`src/design/svrs_params.svh`:
```
// Constants of the sampled-value receive supervisor
`ifndef SVRS_PARAMS_SVH
`define SVRS_PARAMS_SVH
`define SVRS_CLK_MHZ 100
`define SVRS_HOLD_TIME_MS 10000
`define SVRS_HOLD_CYCLES (`SVRS_HOLD_TIME_MS * 1000 * `SVRS_CLK_MHZ)
`define SVRS_COARSE_ACC_MS 100
`define SVRS_COARSE_ACC_NS (`SVRS_COARSE_ACC_MS * 1000000)
`define SVRS_FINE_ACC_US 4
`define SVRS_FINE_ACC_NS (`SVRS_FINE_ACC_US * 1000)
`define SVRS_QUAL_W 14
`define SVRS_QUAL_TEST_BIT 11
`define SVRS_QUAL_DERIVED_BIT 13
`define SVRS_SAMPLE_W 32
`define SVRS_WAIT_W 16
`define SVRS_MISS_ALARM 2
`endif

```
`src/design/svrs_pkg.sv`:
```
// Types of the sampled-value receive supervisor
package svrs_pkg;
   // Frame slot states, Gray along idle, wait, push
   typedef enum logic [1:0] {
      SVRS_IDLE = 2'h0,
      SVRS_WAIT = 2'h1,
      SVRS_PUSH = 2'h3
   } svrs_slot_t;
   // Sender operation setting codes
   typedef enum logic [2:0] {
      SVRS_OP_ON = 3'h1,
      SVRS_OP_OFF = 3'h5
   } svrs_op_t;
endpackage

```
`src/design/svrs_hold_timer.sv`:
```
// Minimum hold stretcher for a fault condition
`timescale 1ns/10ps
module svrs_hold_timer #(
   parameter int unsigned HOLD = 1000,
   parameter int CW = $clog2(HOLD + 1)
) (
   input wire logic i_ref_clk,
   input wire logic i_reset_n,
   input wire logic i_cond,
   output logic o_active
);
   logic [CW-1:0] cnt_r;
   logic [CW-1:0] cnt_nxt;

   // Reloads every cycle the condition stands, so the hold restarts after it clears
   always_comb begin
      if (i_cond) begin
         cnt_nxt = CW'(HOLD);
      end else if (cnt_r != '0) begin
         cnt_nxt = cnt_r - CW'(1);
      end else begin
         cnt_nxt = '0;
      end
   end

   always_ff @(posedge i_ref_clk) begin
      if (!i_reset_n) begin
         cnt_r <= '0;
      end else begin
         cnt_r <= cnt_nxt;
      end
   end

   assign o_active = i_cond || (cnt_r != '0);
endmodule

```
`src/design/svrs_skid_buf.sv`:
```
// Two-entry buffer with registered outputs on both sides
`timescale 1ns/10ps
module svrs_skid_buf #(
   parameter int W = 160
) (
   input wire logic i_ref_clk,
   input wire logic i_reset_n,
   input wire logic i_in_valid,
   output logic o_in_ready,
   input wire logic [W-1:0] i_in_data,
   output logic o_out_valid,
   input wire logic i_out_ready,
   output logic [W-1:0] o_out_data
);
   logic out_v_r, out_v_nxt, sp_v_r, sp_v_nxt;
   logic [W-1:0] out_d_r, out_d_nxt, sp_d_r, sp_d_nxt;
   logic push, pop;

   // Ready depends only on the spare slot, so it is a plain flop
   always_comb begin
      push = i_in_valid && !sp_v_r;
      pop = out_v_r && i_out_ready;
      out_v_nxt = out_v_r;
      out_d_nxt = out_d_r;
      sp_v_nxt = sp_v_r;
      sp_d_nxt = sp_d_r;
      if (pop) begin
         out_v_nxt = 1'b0;
      end
      if (sp_v_r && !out_v_nxt) begin
         out_v_nxt = 1'b1;
         out_d_nxt = sp_d_r;
         sp_v_nxt = 1'b0;
      end
      if (push) begin
         if (!out_v_nxt) begin
            out_v_nxt = 1'b1;
            out_d_nxt = i_in_data;
         end else begin
            sp_v_nxt = 1'b1;
            sp_d_nxt = i_in_data;
         end
      end
   end

   always_ff @(posedge i_ref_clk) begin
      if (!i_reset_n) begin
         out_v_r <= 1'b0;
         sp_v_r <= 1'b0;
         out_d_r <= '0;
         sp_d_r <= '0;
      end else begin
         out_v_r <= out_v_nxt;
         sp_v_r <= sp_v_nxt;
         out_d_r <= out_d_nxt;
         sp_d_r <= sp_d_nxt;
      end
   end

   assign o_in_ready = !sp_v_r;
   assign o_out_valid = out_v_r;
   assign o_out_data = out_d_r;
endmodule

```
`src/design/svrs_supervisor.sv`:
```
// Sampled-value receive supervisor: frame slots, alarms, sender operation
//
// Overview of operation
// - Alarm when either side's sync accuracy is unknown or worse than 100 ms.
// - Sync faults keep alarm or warning on 10 s after clearing.
// - Alarm when two or more consecutive frames are missing or late.
// - A single missing frame repeats the last values, no warning or alarm.
// - Frame-loss alarm stays on 10 s after frames return.
// - Frame wait limit sets how long a slot waits before a frame is late.
// - Local samples are delayed by the same wait to stay aligned.
// - Breaker open input drives the voltage fail block output.
// - Warning when either side's sync accuracy is worse than 4 us.
// - Warning when frequency adaptivity is enabled but not ready.
// - Warning is always on while alarm is on.
// - Any quality bit except derived raises warning and alarm.
// - In test mode the test bit is accepted without warning or alarm.
// - Sender operation code 1 is on (default), 5 is off and stops sending.
// - Sender switched off from the local panel re-enables only from there, until a remote off write clears the panel lock.
// - Sender enable adds or removes its control block and data set.
// - Four signed 32-bit voltages are delivered: phases 1 to 3 and residual.
`timescale 1ns/10ps
`include "svrs_params.svh"
module svrs_supervisor #(
   parameter int unsigned HOLD_CYCLES = `SVRS_HOLD_CYCLES,
   parameter int WAIT_W = `SVRS_WAIT_W
) (
   input wire logic i_ref_clk,
   input wire logic i_reset_n,
   input wire logic i_snd_acc_known,
   input wire logic [31:0] i_snd_acc_ns,
   input wire logic i_rcv_acc_known,
   input wire logic [31:0] i_rcv_acc_ns,
   input wire logic i_freq_adapt_en,
   input wire logic i_freq_adapt_ready,
   input wire logic i_test_mode,
   input wire logic i_sample_tick,
   input wire logic signed [`SVRS_SAMPLE_W-1:0] i_local_sample,
   input wire logic [WAIT_W-1:0] i_frame_wait_limit,
   input wire logic i_frame_valid,
   output logic o_frame_ready,
   input wire logic [`SVRS_QUAL_W-1:0] i_frame_quality,
   input wire logic signed [`SVRS_SAMPLE_W-1:0] i_phase1_voltage,
   input wire logic signed [`SVRS_SAMPLE_W-1:0] i_phase2_voltage,
   input wire logic signed [`SVRS_SAMPLE_W-1:0] i_phase3_voltage,
   input wire logic signed [`SVRS_SAMPLE_W-1:0] i_residual_voltage,
   output logic o_out_valid,
   input wire logic i_out_ready,
   output logic signed [`SVRS_SAMPLE_W-1:0] o_phase1_voltage,
   output logic signed [`SVRS_SAMPLE_W-1:0] o_phase2_voltage,
   output logic signed [`SVRS_SAMPLE_W-1:0] o_phase3_voltage,
   output logic signed [`SVRS_SAMPLE_W-1:0] o_residual_voltage,
   output logic signed [`SVRS_SAMPLE_W-1:0] o_local_sample,
   input wire logic i_breaker_open_in,
   output logic o_voltage_fail_block,
   input wire logic i_sender_op_wr,
   input wire logic [2:0] i_sender_op_val,
   input wire logic i_sender_op_from_panel,
   output logic o_sender_active,
   output logic o_alarm,
   output logic o_warning
);
   localparam int SW = `SVRS_SAMPLE_W;
   localparam int WW = 5 * SW;

   // =====================================================
   // Decoding
   // =====================================================
   function automatic logic qual_fault(input logic [`SVRS_QUAL_W-1:0] q, input logic test_mode);
      logic [`SVRS_QUAL_W-1:0] m;
      m = q;
      m[`SVRS_QUAL_DERIVED_BIT] = 1'b0;
      if (test_mode) begin
         m[`SVRS_QUAL_TEST_BIT] = 1'b0;
      end
      return |m;
   endfunction

   // =====================================================
   // Frame slot
   // =====================================================
   svrs_pkg::svrs_slot_t slot_r, slot_nxt;
   logic [WAIT_W-1:0] wait_cnt_r, wait_cnt_nxt;
   logic got_r, got_nxt;
   logic rdy_r, rdy_nxt;
   logic [1:0] miss_r, miss_nxt;
   logic qual_bad_r, qual_bad_nxt;
   logic [4*SW-1:0] frm_r, frm_nxt, held_r, held_nxt;
   logic [SW-1:0] loc_r, loc_nxt;
   logic [WW-1:0] push_r, push_nxt;
   logic accept, slot_end, buf_in_ready, buf_out_valid;
   logic [WW-1:0] buf_out_data;

   assign accept = i_frame_valid && rdy_r;
   // Slot lasts the wait limit, at least one cycle
   assign slot_end = ({1'b0, wait_cnt_r} + (WAIT_W + 1)'(1)) >= {1'b0, i_frame_wait_limit};

   always_comb begin
      slot_nxt = slot_r;
      wait_cnt_nxt = wait_cnt_r;
      got_nxt = got_r;
      miss_nxt = miss_r;
      qual_bad_nxt = qual_bad_r;
      frm_nxt = frm_r;
      held_nxt = held_r;
      loc_nxt = loc_r;
      push_nxt = push_r;
      if (accept) begin
         got_nxt = 1'b1;
         frm_nxt = {i_phase1_voltage, i_phase2_voltage, i_phase3_voltage, i_residual_voltage};
         qual_bad_nxt = qual_fault(i_frame_quality, i_test_mode);
      end
      unique case (slot_r)
         svrs_pkg::SVRS_IDLE: begin
            if (i_sample_tick) begin
               slot_nxt = svrs_pkg::SVRS_WAIT;
               wait_cnt_nxt = '0;
               got_nxt = 1'b0;
               loc_nxt = i_local_sample;
            end
         end
         svrs_pkg::SVRS_WAIT: begin
            if (slot_end) begin
               slot_nxt = svrs_pkg::SVRS_PUSH;
               if (got_nxt) begin
                  miss_nxt = 2'h0;
                  held_nxt = frm_nxt;
                  push_nxt = {frm_nxt, loc_r};
               end else begin
                  // Zero-order hold: repeat last values on a missing frame
                  miss_nxt = (miss_r == 2'h3) ? 2'h3 : miss_r + 2'h1;
                  push_nxt = {held_r, loc_r};
               end
            end else begin
               wait_cnt_nxt = wait_cnt_r + WAIT_W'(1);
            end
         end
         svrs_pkg::SVRS_PUSH: begin
            // Ticks here are dropped; a stalled receiver stretches the slot
            if (buf_in_ready) begin
               slot_nxt = svrs_pkg::SVRS_IDLE;
            end
         end
      endcase
      rdy_nxt = (slot_nxt == svrs_pkg::SVRS_WAIT) && !got_nxt;
   end

   always_ff @(posedge i_ref_clk) begin
      if (!i_reset_n) begin
         slot_r <= svrs_pkg::SVRS_IDLE;
         wait_cnt_r <= '0;
         got_r <= 1'b0;
         rdy_r <= 1'b0;
         miss_r <= 2'h0;
         qual_bad_r <= 1'b0;
         frm_r <= '0;
         held_r <= '0;
         loc_r <= '0;
         push_r <= '0;
      end else begin
         slot_r <= slot_nxt;
         wait_cnt_r <= wait_cnt_nxt;
         got_r <= got_nxt;
         rdy_r <= rdy_nxt;
         miss_r <= miss_nxt;
         qual_bad_r <= qual_bad_nxt;
         frm_r <= frm_nxt;
         held_r <= held_nxt;
         loc_r <= loc_nxt;
         push_r <= push_nxt;
      end
   end

   svrs_skid_buf #(.W(WW)) u_buf (
      .i_ref_clk(i_ref_clk),
      .i_reset_n(i_reset_n),
      .i_in_valid(slot_r == svrs_pkg::SVRS_PUSH),
      .o_in_ready(buf_in_ready),
      .i_in_data(push_r),
      .o_out_valid(buf_out_valid),
      .i_out_ready(i_out_ready),
      .o_out_data(buf_out_data)
   );

   assign o_frame_ready = rdy_r;
   assign o_out_valid = buf_out_valid;
   assign o_phase1_voltage = buf_out_data[5*SW-1:4*SW];
   assign o_phase2_voltage = buf_out_data[4*SW-1:3*SW];
   assign o_phase3_voltage = buf_out_data[3*SW-1:2*SW];
   assign o_residual_voltage = buf_out_data[2*SW-1:SW];
   assign o_local_sample = buf_out_data[SW-1:0];

   // =====================================================
   // Alarm and warning
   // =====================================================
   logic coarse_bad, fine_bad, loss_bad, adapt_bad;
   logic alarm_cond, warn_cond, alarm_act, warn_act;
   logic alarm_r, warn_r, vfb_r;

   assign coarse_bad = !i_snd_acc_known || !i_rcv_acc_known
      || (i_snd_acc_ns > 32'(`SVRS_COARSE_ACC_NS)) || (i_rcv_acc_ns > 32'(`SVRS_COARSE_ACC_NS));
   assign fine_bad = (i_snd_acc_known && i_snd_acc_ns > 32'(`SVRS_FINE_ACC_NS))
      || (i_rcv_acc_known && i_rcv_acc_ns > 32'(`SVRS_FINE_ACC_NS));
   assign loss_bad = miss_r >= 2'(`SVRS_MISS_ALARM);
   assign adapt_bad = i_freq_adapt_en && !i_freq_adapt_ready;
   assign alarm_cond = coarse_bad || loss_bad || qual_bad_r;
   assign warn_cond = fine_bad || adapt_bad || qual_bad_r;

   // One shared stretcher per output; a new fault restarts the hold
   svrs_hold_timer #(.HOLD(HOLD_CYCLES)) u_alarm_hold (
      .i_ref_clk(i_ref_clk),
      .i_reset_n(i_reset_n),
      .i_cond(alarm_cond),
      .o_active(alarm_act)
   );

   svrs_hold_timer #(.HOLD(HOLD_CYCLES)) u_warn_hold (
      .i_ref_clk(i_ref_clk),
      .i_reset_n(i_reset_n),
      .i_cond(warn_cond),
      .o_active(warn_act)
   );

   always_ff @(posedge i_ref_clk) begin
      if (!i_reset_n) begin
         alarm_r <= 1'b0;
         warn_r <= 1'b0;
         vfb_r <= 1'b0;
      end else begin
         alarm_r <= alarm_act;
         warn_r <= warn_act || alarm_act;
         vfb_r <= i_breaker_open_in;
      end
   end

   assign o_alarm = alarm_r;
   assign o_warning = warn_r;
   assign o_voltage_fail_block = vfb_r;

   // =====================================================
   // Sender operation
   // =====================================================
   logic snd_on_r, snd_on_nxt, panel_lock_r, panel_lock_nxt;

   always_comb begin
      snd_on_nxt = snd_on_r;
      panel_lock_nxt = panel_lock_r;
      if (i_sender_op_wr) begin
         if (i_sender_op_val == svrs_pkg::SVRS_OP_OFF) begin
            snd_on_nxt = 1'b0;
            panel_lock_nxt = i_sender_op_from_panel;
         end else if (i_sender_op_val == svrs_pkg::SVRS_OP_ON) begin
            if (!panel_lock_r || i_sender_op_from_panel) begin
               snd_on_nxt = 1'b1;
               panel_lock_nxt = 1'b0;
            end
         end
      end
   end

   always_ff @(posedge i_ref_clk) begin
      if (!i_reset_n) begin
         snd_on_r <= 1'b1;
         panel_lock_r <= 1'b0;
      end else begin
         snd_on_r <= snd_on_nxt;
         panel_lock_r <= panel_lock_nxt;
      end
   end

   // Gates both transmission and the presence of control block and data set
   assign o_sender_active = snd_on_r;
endmodule

```
`config.mk`:
```
export PLATFORM = sky130hd
export DESIGN_NAME = svrs_supervisor
export DESIGN_NICKNAME = d
export VERILOG_FILES = /design/src/design/svrs_pkg.sv /design/src/design/svrs_hold_timer.sv /design/src/design/svrs_skid_buf.sv /design/src/design/svrs_supervisor.sv
export VERILOG_INCLUDE_DIRS = /design/src /design/src/design
export SDC_FILE = /design/constraint.sdc
export NUM_CORES = 2
export LEC_CHECK = 0
export BUFFER_PORTS_ARGS = -buffer_cell sky130_fd_sc_hd__buf_2
export CORE_MARGIN = 10
export CORE_UTILIZATION = 52
export DETAILED_ROUTE_END_ITERATION = 6
export PLACE_DENSITY = 0.86
export SLEW_MARGIN = 20
export SYNTH_ARGS = -nofsm -noshare
export SYNTH_HDL_FRONTEND = slang
export SYNTH_SLANG_ARGS = --single-unit
export TNS_END_PERCENT = 1
```
`constraint.sdc`:
```
create_clock -name i_ref_clk -period 3.74 [get_ports i_ref_clk]
set_input_delay 0.187 -clock i_ref_clk [delete_from_list [all_inputs] [get_ports i_ref_clk]]
set_output_delay 0.187 -clock i_ref_clk [all_outputs]
set_load 0.05 [all_outputs]
```
==> impl_metrics.py <==
metrics = {
    "floorplan": {
        "io_pins": 436,
        "fp.dieW_um": 280,
        "rows": 95,
        "coreArea_sq_um": 67000,
        "fp.dieArea_sq_um": 78200,
        "die_h_um": 280,
        "start_util_pct": 52.3,
    },
    "timing": {
        "fin_crit_ps": 3630,
        "setup_tns_ps": 0,
        "setup_viol": 0,
        "max_slew_margin_pct": 28.7,
        "timing.final.hold_violations": 0,
        "post-route-period-util_pct": 97.2,
        "tightest_slew_ps": 1070,
        "finClkSkew_ps": 19.1,
        "fmax_mhz": 275,
        "slew_violations": 0,
    },
    "synthesis": {
        "muxShareOfSynthArea_pct": 3.71,
        "synth_top_flop_cell": "dfxtp_1",
        "synth-compound-area-share_pct": 18.8,
        "yosysWarnings": 0,
        "async_reset_ff_share_pct": 0,
        "yosysTopAreaCell": "dfxtp_1",
        "synthAdderAreaFrac_pct": 0.678,
        "netlist_area_sq_um": 35000,
        "synth_edf_count": 0,
        "synth_top_family_by_area": "simple AND/OR/NAND/NOR gates",
        "synthCells": 4061,
        "yosys.area.top_type_share_pct": 49.0,
        "synthXorXnorAreaFrac_pct": 1.42,
        "seq_area_frac_synth_pct": 49.0,
        "ys_ff_latch": 858,
        "yosysUniqueCellTypes": 62,
        "syn_nets": 4350,
        "netlist_top_cells_area": "dfxtp_1 49%, nand2_1 11%, a21boi_0 5.3%, a311oi_1 4.0%, o211a_1 3.5%",
        "synth-simple-area-share_pct": 21.9,
        "syn_area_per_cell_sq_um": 8.63,
    },
    "placed_design": {
        "gp_congestion": 0.902,
        "place_area_sq_um": 37900,
        "placed_cells": 5090,
        "dpl.hpwl_um": 60400,
        "io_buffers": 434,
    },
    "critical_path": {
        "cp-start-kind": "register",
        "worstSetupPathType": "reg -> reg",
        "worstPathMaxFanout": 42,
        "rr_endpoint": "held_r[33]$_SDFFE_PN0P_",
        "ff2ff_setup_slack_ps": 110,
        "cp.required_ps": 4260,
        "crit_path_end_kind": "register",
        "reg2reg_from": "wait_cnt_r[2]$_SDFFE_PN0P_",
        "ff2ff_path_depth": 13,
        "worstPathArrival_ps": 4160,
    },
    "power_and_ir_drop": {
        "vdd_drop_max_mv": 0.394,
        "leakagePower_nw": 17.6,
        "power_density_nw_per_um2": 463,
    },
    "global_route": {
        "grt_antenna_before_repair": 10,
        "track_usage_pct": 25.8,
        "grt_pass1_vias": 30900,
        "grt_pass1_wl_um": 166000,
        "grt_max_degree": 186,
        "grt_overflow_total": 0,
    },
    "detailed_routing": {
        "first_pass_iters": 6,
        "drt_iter0_drc": 2890,
        "routed_wl_um": 108000,
        "ant_nets": 0,
        "via_per_inst": 5.90,
        "vias": 32200,
        "drc": 0,
        "wl_per_cell_um": 19.8,
    },
    "layout": {
        "multi_input_area_sq_um": 16400,
        "design_area_sq_um": 43100,
        "num-fill-cells": 5086,
        "fin_cells": 5456,
        "drive_gt1_share_pct": 15.6,
        "syn_to_final_growth_pct": 23.0,
        "regArea_sq_um": 17200,
        "final_nets": 4793,
    },
    "clock_tree": {
        "cts_root_buf": "clkbuf_16",
        "clk_pin_slew_worst_paths_ps": 70,
        "cts_tree": "yes",
        "cts_buffer_depth": 3,
        "h-tree-depth": 3,
        "clk_latency_ps": 650,
        "cts_buffers": 90,
        "cts_sinks": 858,
    },
    "hold_path": {
        "hold_class": "in -> reg",
        "whs_path_depth": 5,
        "min_to": "u_warn_hold.cnt_r[17]$_SDFF_PN0_",
        "min_from": "i_freq_adapt_en",
    },
    "flow_run": {
        "cap_violations": 0,
    },
    "outcome": {
        "status": "completed",
    },
}
## critical path, stage by stage, from the launching register on
cell and delay [ps]:
dfxtp_1 420, nand3_1 170, or3_1 450, nor3_2 190, xor2_1 210, ha_1 280, a21o_1 190, a21oi_1 280
nand4_1 140, buf_4 200, o211a_4 340, buf_12 160, clkbuf_16 230, o211a_1 270
## cells in the mapped netlist, types with 4 or more instances
master       n
a21boi_0   246
a21oi_1    135
a311oi_1   159
and2_1       6
and3_1       5
buf_1       17
buf_2       34
buf_4        5
buf_6        6
clkbuf_1   285
dfxtp_1    858
ha_1        19
inv_1       37
mux2_2       8
mux2i_1    121
nand2_1   1010
nand2b_1    13
nand3_1    211
nand3b_1     4
nand4_1     31
nor2_1     239
nor2_4       8
nor2b_1    122
nor3_1      27
nor3b_1      4
nor4_1      18
o211a_1    123
o211ai_1   131
o21a_1      13
o21ai_0     25
o31ai_1      9
or2_2        5
or3_1       19
or4_1       10
xnor2_1     38
xor2_1      19
## power by group
| part | switching (mW) | internal, mW |
|---|---|---|
| registers | 0.0608 | 9.25 |
| logic | 0.675 | 0.505 |
| clock network | 3.81 | 5.66 |
## registers in the layout (all words and copies together), names as in the netlist
signal / flops
o_warning: 1
u_alarm_hold.cnt_r: 30
u_warn_hold.cnt_r: 30
wait_cnt_r: 16
panel_lock_r: 1
u_buf.o_out_data: 160
loc_r: 32
o_frame_ready: 1
o_alarm: 1
got_r: 1
u_buf.sp_d_r: 160
o_sender_active: 1
held_r: 128
o_voltage_fail_block: 1
u_buf.o_out_valid: 1
slot_r: 2
u_buf.sp_v_r: 1
miss_r: 2
frm_r: 128
qual_bad_r: 1
push_r: 160
## how the worst max path moves through the flow
stage	end	slack (ps)	cells after the start	from
2_1_floorplan	push_r[102]$_SDFFE_PN0P_	260	15	wait_cnt_r[0]$_SDFFE_PN0P_
3_3_place_gp	push_r[41]$_SDFFE_PN0P_	230	15	wait_cnt_r[2]$_SDFFE_PN0P_
3_5_place_dp	push_r[62]$_SDFFE_PN0P_	200	14	wait_cnt_r[2]$_SDFFE_PN0P_
4_1_cts	push_r[76]$_SDFFE_PN0P_	130	15	wait_cnt_r[1]$_SDFFE_PN0P_
5_1_grt	held_r[110]$_SDFFE_PN0P_	-90	13	wait_cnt_r[2]$_SDFFE_PN0P_
6_report	held_r[33]$_SDFFE_PN0P_	110	13	wait_cnt_r[2]$_SDFFE_PN0P_
## layout make-up
| type | instances | share of cell area (%) |
|---|---|---|
| Antenna cell | 4 | 0.0232 |
| Inverter | 37 | 0.340 |
| Multi-Input combinational cell | 2818 | 38.0 |
| Clock buffer | 125 | 6.05 |
| Sequential cell | 858 | 39.9 |
| Clock inverter | 42 | 1.27 |
| Timing Repair Buffer | 699 | 11.9 |
| Tap cell | 873 | 2.53 |
## cells in the final DEF (no fill, tap or decap), types with 9 or more instances in the layout
cell              n
nor3_1           25
o31ai_1           9
xor2_1           19
a21oi_1         135
clkbuf_1         16
ha_1             19
o211ai_1        131
or3_1            19
o21ai_0          25
o211a_1         122
nor2_1          237
clkinv_2         17
nor2_4            9
nor2b_1         122
nor4_1           18
dlygate4sd3_1   181
nand2_1        1008
clkbuf_16        98
a21boi_0        246
mux2i_1         121
inv_1            36
nand3_1         211
nand2b_1         11
xnor2_1          38
bufinv_16        11
nand4_1          31
buf_2           433
buf_4            47
buf_12           29
dfxtp_1         856
a311oi_1        159
clkbuf_8         16
or4_1            10
o21a_1           13
## what timing repair did
item,in CTS,in global routing
hold buffers,181,0
setup endpoints to repair,0,265
setup buffers,0,9
resized for setup,0,7
endpoints found under the hold margin,303,0
## cells by family after synthesis
logic type,Yosys count
adders and majority gates,19
and+or+nand+nor,1749
AOI/OAI and AO/OA,864
xor gates and xnor gates,57
DFF,858
muxes,129
buffers and inverters,385
## routing by layer
layer	global-route usage, %	routed length, um
met2	42.8	50900
met5	0	80
met4	13.2	5470
met3	5.48	8330
met1	31.1	43500
## stage by stage
stage	hold slack, ps	setup slack, ps	power (mW)	utilization [%]
after floorplan	314	257	10.1	-
after global placement	400	227	10.5	56.5
after detailed placement	400	202	10.5	56.5
after CTS	91.5	127	20.0	63.9
after global routing	129	-87.2	20.5	64.3
final	134	105	20.0	64.3
Power figures use the tool's default switching activity.
